$ cat src/core/sfdp_pkg.sv
// Constants, types and header table for the parameter-table read block
package sfdp_pkg;

  localparam logic [7:0] OPCODE_PARAM_READ = 8'h5a;
  localparam int         CMD_BITS          = 8;
  localparam int         ADDR_BITS         = 24;
  localparam int         DUMMY_BITS        = 8;
  localparam int         TABLE_AW          = 8;
  localparam int         FIFO_DEPTH        = 8;
  localparam int         HEADER_BYTES      = 16;
  localparam logic [7:0] FILL_BYTE         = 8'hff;
  localparam logic [5:0] BIT_CNT_RESET     = 6'h00;
  localparam logic [2:0] OUT_CNT_RESET     = 3'h0;

  // Header table, byte address order
  localparam logic [7:0] HEADER_TABLE [HEADER_BYTES] = '{
    8'h53, 8'h46, 8'h44, 8'h50,  // Signature
    8'h00, 8'h01,                // Revision
    8'h00, 8'hff,                // header_count_field, reserved
    8'h00, 8'h00, 8'h01,         // First header ID, minor and major revision
    8'h09,                       // Length in words
    8'h30, 8'h00, 8'h00,         // table_pointer_field
    8'hff                        // Reserved
  };

  typedef enum logic [2:0] {
    ST_CMD,
    ST_ADDR,
    ST_DUMMY,
    ST_DATA,
    ST_IGNORE
  } cmd_state_t;

  // Table byte at an address; the basic table body reads as fill
  function automatic logic [7:0] table_byte(input logic [TABLE_AW-1:0] a);
    if (a < TABLE_AW'(HEADER_BYTES))
      return HEADER_TABLE[a[3:0]];
    return FILL_BYTE;
  endfunction : table_byte

endpackage : sfdp_pkg

$ cat src/core/byte_stream_if.sv
// Valid/ready byte stream between the fetcher, the FIFO and the shifter
`timescale 1ns/10ps
interface byte_stream_if #(parameter int W = 8);
  logic         valid;
  logic         ready;
  logic [W-1:0] data;

  modport src (output valid, output data, input ready);
  modport snk (input valid, input data, output ready);
endinterface : byte_stream_if

$ cat src/core/sfdp_parameter_read.sv
// Device-side handler for the discoverable-parameter table read command
`timescale 1ns/10ps
module sfdp_parameter_read #(
  parameter int TABLE_AW   = sfdp_pkg::TABLE_AW,
  parameter int FIFO_DEPTH = sfdp_pkg::FIFO_DEPTH
) (
  input  wire logic sys_clk,    // 200 MHz system clock
  input  wire logic sys_rst,    // Synchronous reset, high
  input  wire logic sel_n,      // Chip select, low active
  input  wire logic spi_clk,    // Serial clock, sampled
  input  wire logic spi_di,     // Serial data in
  input  wire logic flash_busy, // Erase/program/write running
  output logic      spi_do,     // Serial data out
  output logic      spi_do_oe,  // High while driving spi_do
  output logic      refused     // Last command ignored as busy
);
  import sfdp_pkg::*;

  cmd_state_t            state;
  logic                  sclk_q;
  logic                  rise;
  logic                  fall;
  logic [5:0]            bit_cnt;
  logic [ADDR_BITS-1:0]  shift_in;
  logic [ADDR_BITS-1:0]  next_shift;
  logic                  last_bit;
  logic                  cmd_done;
  logic                  addr_done;
  logic [TABLE_AW-1:0]   fetch_addr;
  logic                  fetch_en;
  logic [7:0]            out_shift;
  logic [2:0]            out_cnt;
  logic                  byte_start;

  byte_stream_if #(.W(8)) fill ();
  byte_stream_if #(.W(8)) drain ();

  // Edges of the sampled serial clock, only while selected
  always_ff @(posedge sys_clk) begin
    if (sys_rst) begin
      sclk_q <= 1'b0;
    end else begin
      sclk_q <= spi_clk;
    end
  end

  assign rise       = !sel_n && spi_clk && !sclk_q;
  assign fall       = !sel_n && !spi_clk && sclk_q;
  assign next_shift = {shift_in[ADDR_BITS-2:0], spi_di};

  // Phase end detection per state
  always_comb begin
    unique case (state)
      ST_CMD:   last_bit = (bit_cnt == 6'(CMD_BITS - 1));
      ST_ADDR:  last_bit = (bit_cnt == 6'(ADDR_BITS - 1));
      ST_DUMMY: last_bit = (bit_cnt == 6'(DUMMY_BITS - 1));
      default:  last_bit = 1'b0;
    endcase
  end

  assign cmd_done  = rise && (state == ST_CMD) && last_bit;
  assign addr_done = rise && (state == ST_ADDR) && last_bit;

  // Input bits land on the rising serial edge, MSB first
  always_ff @(posedge sys_clk) begin
    if (sys_rst) begin
      shift_in <= '0;
    end else if (rise) begin
      shift_in <= next_shift;
    end
  end

  // Command sequencer; deselect drops any partial command
  always_ff @(posedge sys_clk) begin
    if (sys_rst || sel_n) begin
      state   <= ST_CMD;
      bit_cnt <= BIT_CNT_RESET;
    end else if (rise) begin
      bit_cnt <= last_bit ? BIT_CNT_RESET : bit_cnt + 1'b1;
      unique case (state)
        ST_CMD: begin
          if (last_bit) begin
            // Busy flash: command swallowed, only the refused flag is set
            if (next_shift[7:0] == OPCODE_PARAM_READ && !flash_busy) begin
              state <= ST_ADDR;
            end else begin
              state <= ST_IGNORE;
            end
          end
        end
        ST_ADDR: begin
          if (last_bit) begin
            state <= ST_DUMMY;
          end
        end
        ST_DUMMY: begin
          if (last_bit) begin
            state <= ST_DATA;
          end
        end
        ST_DATA, ST_IGNORE: begin
          state <= state;
        end
      endcase
    end
  end

  // Status of the last decoded command
  always_ff @(posedge sys_clk) begin
    if (sys_rst) begin
      refused <= 1'b0;
    end else if (cmd_done) begin
      refused <= (next_shift[7:0] == OPCODE_PARAM_READ) && flash_busy;
    end
  end

  // Prefetch from the end of the address phase; the dummy byte gives
  // the FIFO eight serial clocks of head start before the first byte.
  always_ff @(posedge sys_clk) begin
    if (sys_rst || sel_n) begin
      fetch_en   <= 1'b0;
      fetch_addr <= '0;
    end else if (addr_done) begin
      fetch_en   <= 1'b1;
      fetch_addr <= next_shift[TABLE_AW-1:0];
    end else if (fill.valid && fill.ready) begin
      // Natural overflow of the top address returns to zero
      fetch_addr <= fetch_addr + 1'b1;
    end
  end

  assign fill.valid = fetch_en;
  assign fill.data  = table_byte(fetch_addr);

  // Byte buffer; a full FIFO stalls the fetcher
  byte_fifo #(
    .W     (8),
    .DEPTH (FIFO_DEPTH)
  ) u_fifo (
    .clk   (sys_clk),
    .rst   (sys_rst),
    .flush (sel_n),
    .fill  (fill),
    .drain (drain)
  );

  assign byte_start  = fall && (state == ST_DATA) && (out_cnt == 3'h0);
  assign drain.ready = byte_start;

  // Output shifter; bits change on the falling serial edge
  always_ff @(posedge sys_clk) begin
    if (sys_rst) begin
      spi_do    <= 1'b0;
      out_shift <= '0;
      out_cnt   <= OUT_CNT_RESET;
    end else if (sel_n) begin
      out_cnt <= OUT_CNT_RESET;
    end else if (fall && state == ST_DATA) begin
      out_cnt <= out_cnt + 1'b1;
      if (out_cnt == 3'h0) begin
        // Serial clock too fast for the fetcher: fill byte goes out
        spi_do    <= drain.valid ? drain.data[7] : FILL_BYTE[7];
        out_shift <= drain.valid ? {drain.data[6:0], 1'b1} : FILL_BYTE;
      end else begin
        spi_do    <= out_shift[7];
        out_shift <= {out_shift[6:0], 1'b1};
      end
    end
  end

  // Drive enable follows the data phase, dropped at once on deselect
  always_ff @(posedge sys_clk) begin
    if (sys_rst || sel_n) begin
      spi_do_oe <= 1'b0;
    end else if (fall && state == ST_DATA) begin
      spi_do_oe <= 1'b1;
    end
  end

  // Checks
  opcode_accept_a: assert property (
    @(posedge sys_clk) disable iff (sys_rst)
    cmd_done && next_shift[7:0] == OPCODE_PARAM_READ && !flash_busy
    |=> state == ST_ADDR)
    else $error("read opcode not accepted");

  foreign_op_a: assert property (
    @(posedge sys_clk) disable iff (sys_rst)
    cmd_done && next_shift[7:0] != OPCODE_PARAM_READ
    |=> state == ST_IGNORE && !refused)
    else $error("foreign opcode not ignored");

  addr_capture_a: assert property (
    @(posedge sys_clk) disable iff (sys_rst)
    addr_done
    |=> fetch_en && fetch_addr == $past(next_shift[TABLE_AW-1:0]))
    else $error("start address not captured");

  data_entry_a: assert property (
    @(posedge sys_clk) disable iff (sys_rst)
    rise && state == ST_DUMMY && last_bit
    |=> state == ST_DATA)
    else $error("data phase not entered after dummy byte");

  fall_only_a: assert property (
    @(posedge sys_clk) disable iff (sys_rst)
    $changed(spi_do)
    |-> $past(fall) || $past(sys_rst))
    else $error("data changed away from a falling edge");

  out_first_a: assert property (
    @(posedge sys_clk) disable iff (sys_rst)
    byte_start && drain.valid
    |=> spi_do == $past(drain.data[7]) && spi_do_oe)
    else $error("first bit of a byte not driven");

  addr_step_a: assert property (
    @(posedge sys_clk) disable iff (sys_rst)
    fill.valid && fill.ready && !sel_n
    |=> fetch_addr == TABLE_AW'($past(fetch_addr) + 1'b1))
    else $error("address did not advance by one");

  addr_wrap_a: assert property (
    @(posedge sys_clk) disable iff (sys_rst)
    fill.valid && fill.ready && !sel_n && fetch_addr == '1
    |=> fetch_addr == '0)
    else $error("address did not wrap to zero");

  deselect_idle_a: assert property (
    @(posedge sys_clk) disable iff (sys_rst)
    sel_n
    |=> !spi_do_oe && state == ST_CMD && !fill.valid)
    else $error("deselect did not return to idle");

  // Foreign opcodes while busy are covered by foreign_op_a
  busy_ignore_a: assert property (
    @(posedge sys_clk) disable iff (sys_rst)
    cmd_done && flash_busy && next_shift[7:0] == OPCODE_PARAM_READ
    |=> state == ST_IGNORE && refused ##1 !spi_do_oe [*3])
    else $error("command accepted while busy");

  // Table contents as handed to the FIFO
  sig_head_a: assert property (
    @(posedge sys_clk) disable iff (sys_rst)
    fill.valid && fetch_addr == TABLE_AW'(8'h00)
    |-> fill.data == 8'h53)
    else $error("signature byte wrong");

  sig_tail_a: assert property (
    @(posedge sys_clk) disable iff (sys_rst)
    fill.valid && fetch_addr == TABLE_AW'(8'h03)
    |-> fill.data == 8'h50)
    else $error("last signature byte wrong");

  minor_rev_a: assert property (
    @(posedge sys_clk) disable iff (sys_rst)
    fill.valid && fetch_addr == TABLE_AW'(8'h04)
    |-> fill.data == 8'h00)
    else $error("minor revision byte wrong");

  major_rev_a: assert property (
    @(posedge sys_clk) disable iff (sys_rst)
    fill.valid && fetch_addr == TABLE_AW'(8'h05)
    |-> fill.data == 8'h01)
    else $error("major revision byte wrong");

  hdr_count_a: assert property (
    @(posedge sys_clk) disable iff (sys_rst)
    fill.valid && fetch_addr == TABLE_AW'(8'h06)
    |-> fill.data == 8'h00)
    else $error("header count byte wrong");

  reserved_fill_a: assert property (
    @(posedge sys_clk) disable iff (sys_rst)
    fill.valid && (fetch_addr == TABLE_AW'(8'h07) ||
                   fetch_addr == TABLE_AW'(8'h0f))
    |-> fill.data == 8'hff)
    else $error("reserved byte wrong");

  header_id_a: assert property (
    @(posedge sys_clk) disable iff (sys_rst)
    fill.valid && fetch_addr == TABLE_AW'(8'h08)
    |-> fill.data == 8'h00)
    else $error("parameter header id wrong");

  header_minor_a: assert property (
    @(posedge sys_clk) disable iff (sys_rst)
    fill.valid && fetch_addr == TABLE_AW'(8'h09)
    |-> fill.data == 8'h00)
    else $error("parameter header minor revision wrong");

  header_major_a: assert property (
    @(posedge sys_clk) disable iff (sys_rst)
    fill.valid && fetch_addr == TABLE_AW'(8'h0a)
    |-> fill.data == 8'h01)
    else $error("parameter header major revision wrong");

  length_byte_a: assert property (
    @(posedge sys_clk) disable iff (sys_rst)
    fill.valid && fetch_addr == TABLE_AW'(8'h0b)
    |-> fill.data == 8'h09)
    else $error("table length byte wrong");

  pointer_low_a: assert property (
    @(posedge sys_clk) disable iff (sys_rst)
    fill.valid && fetch_addr == TABLE_AW'(8'h0c)
    |-> fill.data == 8'h30)
    else $error("table pointer byte wrong");

  pointer_high_a: assert property (
    @(posedge sys_clk) disable iff (sys_rst)
    fill.valid && (fetch_addr == TABLE_AW'(8'h0d) ||
                   fetch_addr == TABLE_AW'(8'h0e))
    |-> fill.data == 8'h00)
    else $error("table pointer upper byte wrong");

  read_start_c: cover property (@(posedge sys_clk) disable iff (sys_rst)
    byte_start && drain.valid);

  wrap_seen_c: cover property (@(posedge sys_clk) disable iff (sys_rst)
    fill.valid && fill.ready && fetch_addr == '1);

  busy_refused_c: cover property (@(posedge sys_clk) disable iff (sys_rst)
    cmd_done && flash_busy);

  mid_abort_c: cover property (@(posedge sys_clk) disable iff (sys_rst)
    spi_do_oe ##1 sel_n);

endmodule : sfdp_parameter_read

$ cat src/core/byte_fifo.sv
// Synchronous FIFO with flush and valid/ready on both sides
`timescale 1ns/10ps
module byte_fifo #(
  parameter int W     = 8,
  parameter int DEPTH = 8
) (
  input  wire logic      clk,   // System clock
  input  wire logic      rst,   // Synchronous reset, high
  input  wire logic      flush, // Drops all content
  byte_stream_if.snk     fill,  // Write side
  byte_stream_if.src     drain  // Read side
);
  localparam int AW = $clog2(DEPTH);

  logic [W-1:0] mem [DEPTH];
  logic [AW:0]  wr_ptr;
  logic [AW:0]  rd_ptr;
  logic         full;
  logic         empty;
  logic         do_wr;
  logic         do_rd;

  // Extra pointer bit tells full from empty
  assign empty = (wr_ptr == rd_ptr);
  assign full  = (wr_ptr[AW] != rd_ptr[AW]) &&
                 (wr_ptr[AW-1:0] == rd_ptr[AW-1:0]);
  assign do_wr = fill.valid && !full;
  assign do_rd = drain.ready && !empty;

  assign fill.ready  = !full;
  assign drain.valid = !empty;
  assign drain.data  = mem[rd_ptr[AW-1:0]];

  // Storage
  always_ff @(posedge clk) begin
    if (do_wr) begin
      mem[wr_ptr[AW-1:0]] <= fill.data;
    end
  end

  // Pointers
  always_ff @(posedge clk) begin
    if (rst || flush) begin
      wr_ptr <= '0;
      rd_ptr <= '0;
    end else begin
      if (do_wr) begin
        wr_ptr <= wr_ptr + 1'b1;
      end
      if (do_rd) begin
        rd_ptr <= rd_ptr + 1'b1;
      end
    end
  end

  no_overflow_a: assert property (@(posedge clk) disable iff (rst)
    full && !do_rd && !flush |=> full)
    else $error("fifo lost content while full");

endmodule : byte_fifo

$ cat config.mk
export PLATFORM = sky130hd
export DESIGN_NAME = sfdp_parameter_read
export DESIGN_NICKNAME = d
export VERILOG_FILES = /design/src/core/sfdp_pkg.sv /design/src/core/byte_stream_if.sv /design/src/core/sfdp_parameter_read.sv /design/src/core/byte_fifo.sv
export SDC_FILE = /design/constraint.sdc
export NUM_CORES = 1
export LEC_CHECK = 0
export ABC_CLOCK_PERIOD_IN_PS = 3100
export BUFFER_PORTS_ARGS = -buffer_cell sky130_fd_sc_hd__buf_2
export CORE_ASPECT_RATIO = 1.4
export CORE_MARGIN = 10
export CORE_UTILIZATION = 45
export DETAILED_ROUTE_END_ITERATION = 10
export GPL_TIMING_DRIVEN = 0
export PLACE_DENSITY_LB_ADDON = 0.3
export SETUP_SLACK_MARGIN = 0.5
export SLEW_MARGIN = 20
export SYNTH_ARGS = -nofsm -noshare
export SYNTH_HDL_FRONTEND = slang
export SYNTH_SLANG_ARGS = --single-unit
export TNS_END_PERCENT = 30
$ cat constraint.sdc
create_clock -name sys_clk -period 3.1 [get_ports sys_clk]
set_clock_uncertainty 0.2 [all_clocks]
set_input_delay 0.93 -clock sys_clk [delete_from_list [all_inputs] [get_ports sys_clk]]
set_output_delay 0.93 -clock sys_clk [all_outputs]
set_load 0.1 [all_outputs]
==> results of run 1 <==
[what timing repair did]
action	CTS	global route
endpoints found under the setup margin	40	65
resized for setup	2	3
setup buffers	0	1
pin swaps	0	1
[registers in the layout, summed over array words and instances (netlist names), 3 cells and up, named ones only]
signal	cells
u_fifo.mem	64
fetch_addr	8
out_shift	8
shift_in	7
bit_cnt	6
u_fifo.rd_ptr	4
u_fifo.wr_ptr	4
out_cnt	3
state	3
[synthesized netlist by cell type, types with 2 or more instances]
master / instances
o21ai_0: 9
nand2b_1: 5
mux4_2: 17
a21oi_1: 29
edfxtp_1: 64
buf_2: 7
o221ai_1: 2
or3_1: 2
xor2_1: 9
nor4bb_1: 2
a211o_1: 7
nor4_1: 4
nand4_1: 4
dfxtp_1: 51
o211ai_1: 9
nor3_1: 9
inv_1: 10
clkbuf_1: 10
o2bb2ai_1: 8
nand2_1: 43
xnor2_1: 13
buf_6: 2
mux2i_1: 2
nand3_1: 4
nor2b_1: 10
ha_1: 9
nor2_1: 32
[kinds of logic (layout without fill, tap and decap cells)]
| kind of cell | count (synthesis) | in the layout | share of synthesized area |
|---|---|---|---|
| compound gates | 71 | 71 | 0.0969 |
| simple gates | 126 | 126 | 0.128 |
| flops | 115 | 115 | 0.601 |
| mux | 20 | 20 | 0.0846 |
| buf+inv | 29 | 70 | 0.0271 |
| xor+xnor | 22 | 22 | 0.0394 |
| fa+ha+maj | 9 | 9 | 0.0230 |
[final cells by class]
cell class,count,share of cell area
sequential,115,0.508
clock inverter,9,0.0216
timing repair buffer,9,0.0104
inverter,10,0.00648
clock buffer,23,0.0845
tap,141,0.0305
multi-input combinational,248,0.322
buffer,19,0.0164
[power by group through the flow]
stage,Combinational (mW),Clock [mW],Sequential (mW)
after global placement,0.0307,0,1.63
after floorplan,0.0180,0,1.63
final,0.0308,1.99,1.60
after CTS,0.0314,2.02,1.60
after detailed placement,0.0312,0,1.63
after global routing,0.0348,2.09,1.60
[worst register-to-register path, stage by stage (launching register included)]
cell and delay [ps]:
dfxtp_1 340, buf_2 230, xor2_1 310, o41ai_1 140, buf_2 210, inv_1 90, nand2_1 100, nor2_1 630
[path summary, 6_finish.rpt]
| path | startpoint | to | slack [ps] | cells after the start |
|---|---|---|---|---|
| max | u_fifo.wr_ptr[1] | u_fifo.mem[5][4] | 470 | 7 |
| min reg2reg | spi_do | spi_do | 250 | 2 |
| max reg2reg | u_fifo.wr_ptr[1] | u_fifo.mem[5][4] | 470 | 7 |
| min | spi_do | spi_do | 250 | 2 |
[metal layers]
metal	up-vias	track usage	wire [um]
met4	0	0.0670	170
met2	54	0.250	5460
met1	1533	0.133	3860
met3	15	0.0394	312
li1	1512	-	-
met5	-	0	0
==> impl_metrics.env, run 1 <==
export IMPL_outcome="complete, no violations"
export IMPL_cts_made_buffers=17
export IMPL_whs_ps=253
export IMPL_pre_cts_ws_ps=282
export IMPL_cts_sinks=115
export IMPL_tns_ps=0
export IMPL_final_nets=435
export IMPL_placed_cells=541
export IMPL_tightest_slew_ps=1070
export IMPL_synth_top_area_share=0.393
export IMPL_synth_async_sr_flop_share=0
export IMPL_final_cell_mix="64 x edfxtp_1, 51 x dfxtp_1, 43 x nand2_1"
export IMPL_finalSetupViolCount=0
export IMPL_hold_class="reg2reg"
export IMPL_core_um2=10800
export IMPL_cpPeakStageDelay_ps=630
export IMPL_wirelength_um=9810
export IMPL_rsz0062_at_grt="yes"
export IMPL_static_leakage_power_nw=1.91
export IMPL_routed_via_density=5.43
export IMPL_ant_nets=0
export IMPL_grt_pass1_vias=3166
export IMPL_num_io_pins=9
export IMPL_dp_hpwl_um=6700
export IMPL_cp_slowest_cell="nor2_1"
export IMPL_power_mw=3.62
export IMPL_synth_warnings=0
export IMPL_cellPowerDensity_nw_per_um2=625
export IMPL_grt_antenna_before_repair=0
export IMPL_areaGrowthSynthToFinish_pct=18.2
export IMPL_dieWidth_um=108
export IMPL_grt_pass1_wl_um=15800
export IMPL_layout_setup_ws_ps=470
export IMPL_irDropWorstVdd_mv=0.417
export IMPL_drive_gt1_frac=0.180
export IMPL_crit_top_cell="buf_2"
export IMPL_synth_top_flop_cell="edfxtp_1"
export IMPL_post_route_util=0.538
export IMPL_synth_area_leaders="edfxtp_1 39%, dfxtp_1 21%, mux4_2 7.8%, nand2_1 3.3%, a21oi_1 3.0%"
export IMPL_grt_usage=0.136
export IMPL_syn_area_um2=4900
export IMPL_first_iter_violations=160
export IMPL_p_sw_mw=0.666
export IMPL_synth_seq_area_share=0.601
export IMPL_fmax_ghz=0.380
export IMPL_gp_congestion=0.845
export IMPL_syn_nets=407
export IMPL_firstDrtPassIters=4
export IMPL_max_cap_viol_count=0
export IMPL_crit_buf_inv=3
export IMPL_layout_commonest_cell="edfxtp_1"
export IMPL_hold_violations=0
export IMPL_multi_input_area_um2=1860
export IMPL_final_cell_area_um2=5790
export IMPL_ys_types=46
export IMPL_cts_htree_levels=4
export IMPL_n_antenna_cell=0
export IMPL_detail_route_wl_per_cell_um=17.1
export IMPL_seqCellArea_um2=2940
export IMPL_tritoncts="done"
export IMPL_start_util=0.455
export IMPL_die_area_um2=15500
export IMPL_required_ps=2930
export IMPL_power_internal_mw=2.95
export IMPL_place_area_um2=5120
export IMPL_row_count=45
export IMPL_clkSlewWorstSetupHoldPaths_ps=50
export IMPL_worstSetupEndpointType="flop"
export IMPL_worstSetupStartpointType="flop"
export IMPL_worstPathMaxFanout=10
export IMPL_fillers=897
export IMPL_clock_latency_ps=410
export IMPL_grt_overflow=0
export IMPL_avgSynthCellArea_um2=12.5
export IMPL_cts_hold_buffers=0
export IMPL_max_slew_margin=0.278
export IMPL_p_seq_frac=0.442
export IMPL_clkPwrFrac=0.549
export IMPL_fp_dieH_um=143
export IMPL_synth_edf_count=64
export IMPL_slew_viol_final=0
export IMPL_ys_seq_elements=115
export IMPL_route_detailed_drc=0
export IMPL_worst_path_dominant_cell_family="simple AND/OR/NAND/NOR gates"
export IMPL_p_sw_frac=0.184
export IMPL_arrival_ps=2460
export IMPL_instances_no_fill=574
export IMPL_clock_path_buffers=2
export IMPL_crit_type="reg2reg"
export IMPL_grt_max_degree=17
export IMPL_syn_inst=392
export IMPL_port_buffers=8
export IMPL_cts_root_buf="clkbuf_16"
export IMPL_period_minus_slack_ps=2630
export IMPL_vias=3114
export IMPL_combPwrFrac=0.009
export IMPL_fin_crit_sh=0.849
export IMPL_synth_largest_area_cell="edfxtp_1"
export IMPL_path_cells="buf_2 -> xor2_1 -> o41ai_1 -> buf_2 -> inv_1 -> nand2_1 -> nor2_1"
Note: power is estimated with default switching activity, not from simulation.
==> inputs of run 2 (changes only) <==
--- a/config.mk
+++ b/config.mk
@@ -5,7 +5,7 @@
 export SDC_FILE = /design/constraint.sdc
 export NUM_CORES = 1
 export LEC_CHECK = 0
-export ABC_CLOCK_PERIOD_IN_PS = 3100
+export ABC_CLOCK_PERIOD_IN_PS = 2300
 export BUFFER_PORTS_ARGS = -buffer_cell sky130_fd_sc_hd__buf_2
 export CORE_ASPECT_RATIO = 1.4
 export CORE_MARGIN = 10
==> constraint.sdc (replaced) <==
create_clock -name sys_clk -period 2.3 [get_ports sys_clk]
set_clock_uncertainty 0.2 [all_clocks]
set_input_delay 0.69 -clock sys_clk [delete_from_list [all_inputs] [get_ports sys_clk]]
set_output_delay 0.69 -clock sys_clk [all_outputs]
set_load 0.1 [all_outputs]
==> run 2 against run 1 <==
  * Total power increased by 37%
  * Sequential power rose by 34%
  * Design area increased by 14%
  * Hold slack about the same
  * Non-clock buffer count is 32 higher
  * Die area stayed put
  * Routed wire length increased by 12%
  * Core utilization increased by 7.4 points
  * Register-to-register slack got worse by 270 ps
  * Critical path type unchanged
==> impl_metrics.env, run 2 (same netlist as run 1, synthesis figures left out) <==
export IMPL_fmax_ghz=0.476
export IMPL_grt_usage=0.141
export IMPL_cts_root_buf="clkbuf_16"
export IMPL_required_ps=2370
export IMPL_areaGrowthSynthToFinish_pct=34.6
export IMPL_dieWidth_um=108
export IMPL_gp_congestion=0.820
export IMPL_cts_htree_levels=4
export IMPL_firstDrtPassIters=4
export IMPL_grt_max_degree=17
export IMPL_met3_usage=0.0394
export IMPL_tns_ps=0
export IMPL_cts_sinks=115
export IMPL_post_route_util=0.613
export IMPL_ant_nets=0
export IMPL_placed_cells=541
export IMPL_top_usage_layer="met2"
export IMPL_route_detailed_drc=0
export IMPL_fin_crit_sh=0.914
export IMPL_hold_violations=0
export IMPL_rsz0062_at_grt="yes"
export IMPL_period_minus_slack_ps=2100
export IMPL_fillers=789
export IMPL_power_mw=4.97
export IMPL_clock_path_buffers=2
export IMPL_core_um2=10800
export IMPL_static_leakage_power_nw=2.23
export IMPL_worstPathMaxFanout=4
export IMPL_grt_pass1_vias=3286
export IMPL_wirelength_um=11000
export IMPL_hold_class="reg2reg"
export IMPL_clkSlewWorstSetupHoldPaths_ps=50
export IMPL_crit_type="reg2reg"
export IMPL_cts_made_buffers=17
export IMPL_instances_no_fill=606
export IMPL_final_cell_mix="64 x edfxtp_1, 40 x nand2_1, 36 x dfxtp_1"
export IMPL_tritoncts="done"
export IMPL_final_cell_area_um2=6590
export IMPL_largest_register_ffs=64
export IMPL_max_slew_margin=0.583
export IMPL_worstSetupEndpointType="flop"
export IMPL_layout_commonest_cell="edfxtp_1"
export IMPL_worstSetupStartpointType="flop"
export IMPL_grt_pass1_wl_um=16700
export IMPL_clock_latency_ps=410
export IMPL_routed_via_density=5.44
export IMPL_fp_dieH_um=143
export IMPL_dp_hpwl_um=6940
export IMPL_row_count=45
export IMPL_outcome="complete, no violations"
export IMPL_n_antenna_cell=0
export IMPL_first_iter_violations=151
export IMPL_grt_antenna_before_repair=0
export IMPL_port_buffers=8
export IMPL_die_area_um2=15500
export IMPL_arrival_ps=2170
export IMPL_place_area_um2=5240
export IMPL_grt_util_met2=0.262
export IMPL_drive_gt1_frac=0.348
export IMPL_slew_viol_final=0
export IMPL_max_cap_viol_count=0
export IMPL_detail_route_wl_per_cell_um=18.2
export IMPL_start_util=0.455
export IMPL_tightest_slew_ps=622
export IMPL_use_met1=0.144
export IMPL_num_io_pins=9
export IMPL_final_nets=467
export IMPL_grt_overflow=0
export IMPL_finalSetupViolCount=0
export IMPL_vias=3299
export IMPL_cellPowerDensity_nw_per_um2=754
export IMPL_irDropWorstVdd_mv=0.662
run 2: changes by cell type in the layout (fill, tap and decap cells not counted), sizes merged:
cell    change
buf        +33
bufinv      +1
clkbuf      -2
clkinv      -1
inv         +1
run 2: worst max-delay path, cell delays in order, from the launching register on:
cell and delay [ps]:
dfxtp_2 370, buf_8 150, buf_12 110, mux4_2 530, nor2b_1 160, a211o_1 250, o211ai_1 100, a21oi_1 90
run 2: final cells by class:
type                            instances  area, um2  share of cell area
Multi-Input combinational cell        248       2140               0.325
Buffer                                 19        153              0.0232
Timing Repair Buffer                   41        493              0.0748
Sequential cell                       115       2970               0.450
Clock inverter                         10        155              0.0235
Tap cell                              141        176              0.0268
Inverter                               10       40.0             0.00608
Clock buffer                           22        465              0.0706
run 2: final timing paths:
check               startpoint            to  slack, ps  depth (start not counted)
hold reg to reg   out_shift[2]  out_shift[2]        250                          2
setup / recovery          flop  out_shift[7]        200                          7
setup reg to reg          flop  out_shift[7]        200                          7
hold / removal    out_shift[2]  out_shift[2]        250                          2
run 2: through the flow:
step / setup WS (ps) / hold slack [ps]
global route: 148 / 283
global placement: -242 / 238
CTS: 208 / 255
detailed placement: -194 / 248
floorplan: 196 / 236
finish: 198 / 253
run 2: power by group:
part	internal, mW	total [mW]	switching (mW)	leakage (nW)
clock	1.87	2.76	0.892	0.301
combinational	0.0194	0.0528	0.0334	0.892
sequential	2.15	2.15	0.00298	1.04
run 2: routing by layer:
layer	routed length, um	part of all wire
met1	4170	0.38
met3	350	0.032
met2	6360	0.58
met5	0	0
met4	125	0.011
run 2: repair_timing:
action,CTS,global route
hold buffers,0,0
pin swaps,13,18
endpoints found under the hold margin,0,0
gates cloned,1,1
resized for setup,44,62
endpoints found under the setup margin,169,158
buffers inserted,19,12
==> inputs of run 3 (changes only) <==
--- a/config.mk
+++ b/config.mk
@@ -9,7 +9,7 @@
 export BUFFER_PORTS_ARGS = -buffer_cell sky130_fd_sc_hd__buf_2
 export CORE_ASPECT_RATIO = 1.4
 export CORE_MARGIN = 10
-export CORE_UTILIZATION = 45
+export CORE_UTILIZATION = 40
 export DETAILED_ROUTE_END_ITERATION = 10
 export GPL_TIMING_DRIVEN = 0
 export PLACE_DENSITY_LB_ADDON = 0.3
==> run 3 against run 2 <==
  * Combinational power is 1% higher
  * Critical path depth is 1 lower
  * Sequential power is essentially flat
  * Final cell count grew 2.1%
  * Non-clock buffer count up 7
  * Clock power decreased by 12%
  * First-iteration DRC count is 22% higher
  * Register-to-register slack improved by 60 ps
  * Highest routed layer unchanged
==> impl_metrics.env, run 3 (same netlist as run 1, synthesis figures left out) <==
export IMPL_outcome="complete, no violations"
export IMPL_ant_nets=0
export IMPL_hold_violations=0
export IMPL_tightest_slew_ps=633
export IMPL_fillers=938
export IMPL_crit_type="in2reg"
export IMPL_fin_crit_sh=0.887
export IMPL_detail_route_wl_per_cell_um=17.1
export IMPL_period_minus_slack_ps=2040
export IMPL_max_slew_margin=0.576
export IMPL_start_util=0.410
export IMPL_n_antenna_cell=0
export IMPL_worstSetupStartpointType="input pin"
export IMPL_route_detailed_drc=0
export IMPL_grt_usage=0.124
export IMPL_slew_viol_final=0
export IMPL_row_count=47
export IMPL_worstSetupEndpointType="flop"
export IMPL_static_leakage_power_nw=2.28
export IMPL_wirelength_um=10600
export IMPL_path_cells="buf_12 -> nor3b_4 -> nand4_1 -> or4_4 -> nor2_4 -> o2bb2ai_1"
export IMPL_fp_dieH_um=151
export IMPL_cts_made_buffers=17
export IMPL_first_iter_violations=184
export IMPL_whs_ps=256
export IMPL_grt_overflow=0
export IMPL_dp_hpwl_um=6900
export IMPL_cts_root_buf="clkbuf_16"
export IMPL_irDropWorstVdd_mv=0.568
export IMPL_cts_hold_buffers=0
export IMPL_worst_path_dominant_cell_family="simple AND/OR/NAND/NOR gates"
export IMPL_grt_antenna_before_repair=0
export IMPL_dieWidth_um=114
export IMPL_layout_commonest_cell="edfxtp_1"
export IMPL_cts_htree_levels=4
export IMPL_power_mw=4.64
export IMPL_rsz0062_at_grt="yes"
export IMPL_finalSetupViolCount=0
export IMPL_clock_latency_ps=410
export IMPL_die_area_um2=17100
export IMPL_cpPeakStageDelay_ps=570
export IMPL_routed_via_density=5.35
export IMPL_num_io_pins=9
export IMPL_max_cap_viol_count=0
export IMPL_final_nets=474
export IMPL_clkSlewWorstSetupHoldPaths_ps=50
export IMPL_core_um2=11900
export IMPL_gp_congestion=0.836
export IMPL_fmax_ghz=0.490
export IMPL_arrival_ps=2170
export IMPL_required_ps=2430
export IMPL_vias=3309
export IMPL_crit_buf_inv=1
export IMPL_cp_slowest_cell="or4_4"
export IMPL_port_buffers=8
export IMPL_worstPathMaxFanout=8
export IMPL_cts_sinks=115
export IMPL_cellPowerDensity_nw_per_um2=700
export IMPL_tritoncts="done"
export IMPL_final_cell_area_um2=6630
export IMPL_grt_max_degree=17
export IMPL_drive_gt1_frac=0.386
export IMPL_final_cell_mix="64 x edfxtp_1, 39 x nand2_1, 33 x dfxtp_1"
export IMPL_areaGrowthSynthToFinish_pct=35.3
export IMPL_place_area_um2=5250
export IMPL_grt_pass1_vias=3211
export IMPL_firstDrtPassIters=4
export IMPL_clock_path_buffers=2
export IMPL_largest_register_ffs=64
export IMPL_hold_class="reg2reg"
export IMPL_grt_pass1_wl_um=16400
run 3: cell count changes in the layout (fill, tap and decap cells not counted), sizes merged:
cell and delta:
inv -1, clkbuf -1, clkinvlp +2, bufinv -3, buf +8, clkinv +2
run 3: worst paths after layout:
check,from,end,slack [ps],cells past startpoint
hold reg to reg,out_shift[1],out_shift[1],260,2
setup / recovery,sel_n,fetch_addr[1],260,6
hold / removal,out_shift[1],out_shift[1],260,2
setup reg to reg,flop,out_shift[7],260,7
run 3: cell type report:
cell class	instances	area, um2	area share
Clock inverter	10	85.1	0.0128
Multi-Input combinational cell	248	2190	0.331
Inverter	10	37.5	0.00566
Timing Repair Buffer	48	524	0.0791
Sequential cell	115	2970	0.448
Tap cell	147	184	0.0278
Clock buffer	22	474	0.0716
Buffer	19	160	0.0242
run 3: per-layer routing:
| layer | GRT usage | share of wire | vias to the layer above |
|---|---|---|---|
| met1 | 0.126 | 0.38 | 1629 |
| met2 | 0.231 | 0.57 | 62 |
| li1 | - | - | 1595 |
| met3 | 0.0337 | 0.025 | 23 |
| met5 | 0 | 0 | - |
| met4 | 0.0560 | 0.025 | 0 |
run 3: worst reg2reg max path: stages (launching register included):
cell and delay, ps:
dfxtp_2 330, buf_6 130, buf_12 120, mux4_2 530, nor2b_1 150, a211o_1 260
o211ai_1 100, a21oi_1 80
run 3: through the flow:
stage | util | TNS (ps) | setup slack, ps | cells
6_report | 0.555 | 0 | 259 | 619
3_3_place_gp | 0.440 | -6730 | -418 | 547
2_1_floorplan | - | 0 | 196 | 392
3_5_place_dp | 0.440 | -7480 | -240 | 548
5_1_grt | 0.555 | 0 | 193 | 619
4_1_cts | 0.517 | 0 | 236 | 597
run 3: timing repair:
action	in CTS	in global routing
setup endpoints to repair	169	165
buffers inserted	16	20
gates resized for setup	40	89
pin swaps	16	26
cloned	1	2
run 3: power breakdown:
group | switching (mW) | internal, mW | leakage, nW | total (mW)
clock | 0.876 | 1.56 | 0.269 | 2.43
sequential | 0.00284 | 2.15 | 1.04 | 2.15
combinational | 0.0334 | 0.0200 | 0.969 | 0.0534
total | 0.913 | 3.73 | 2.28 | 4.64
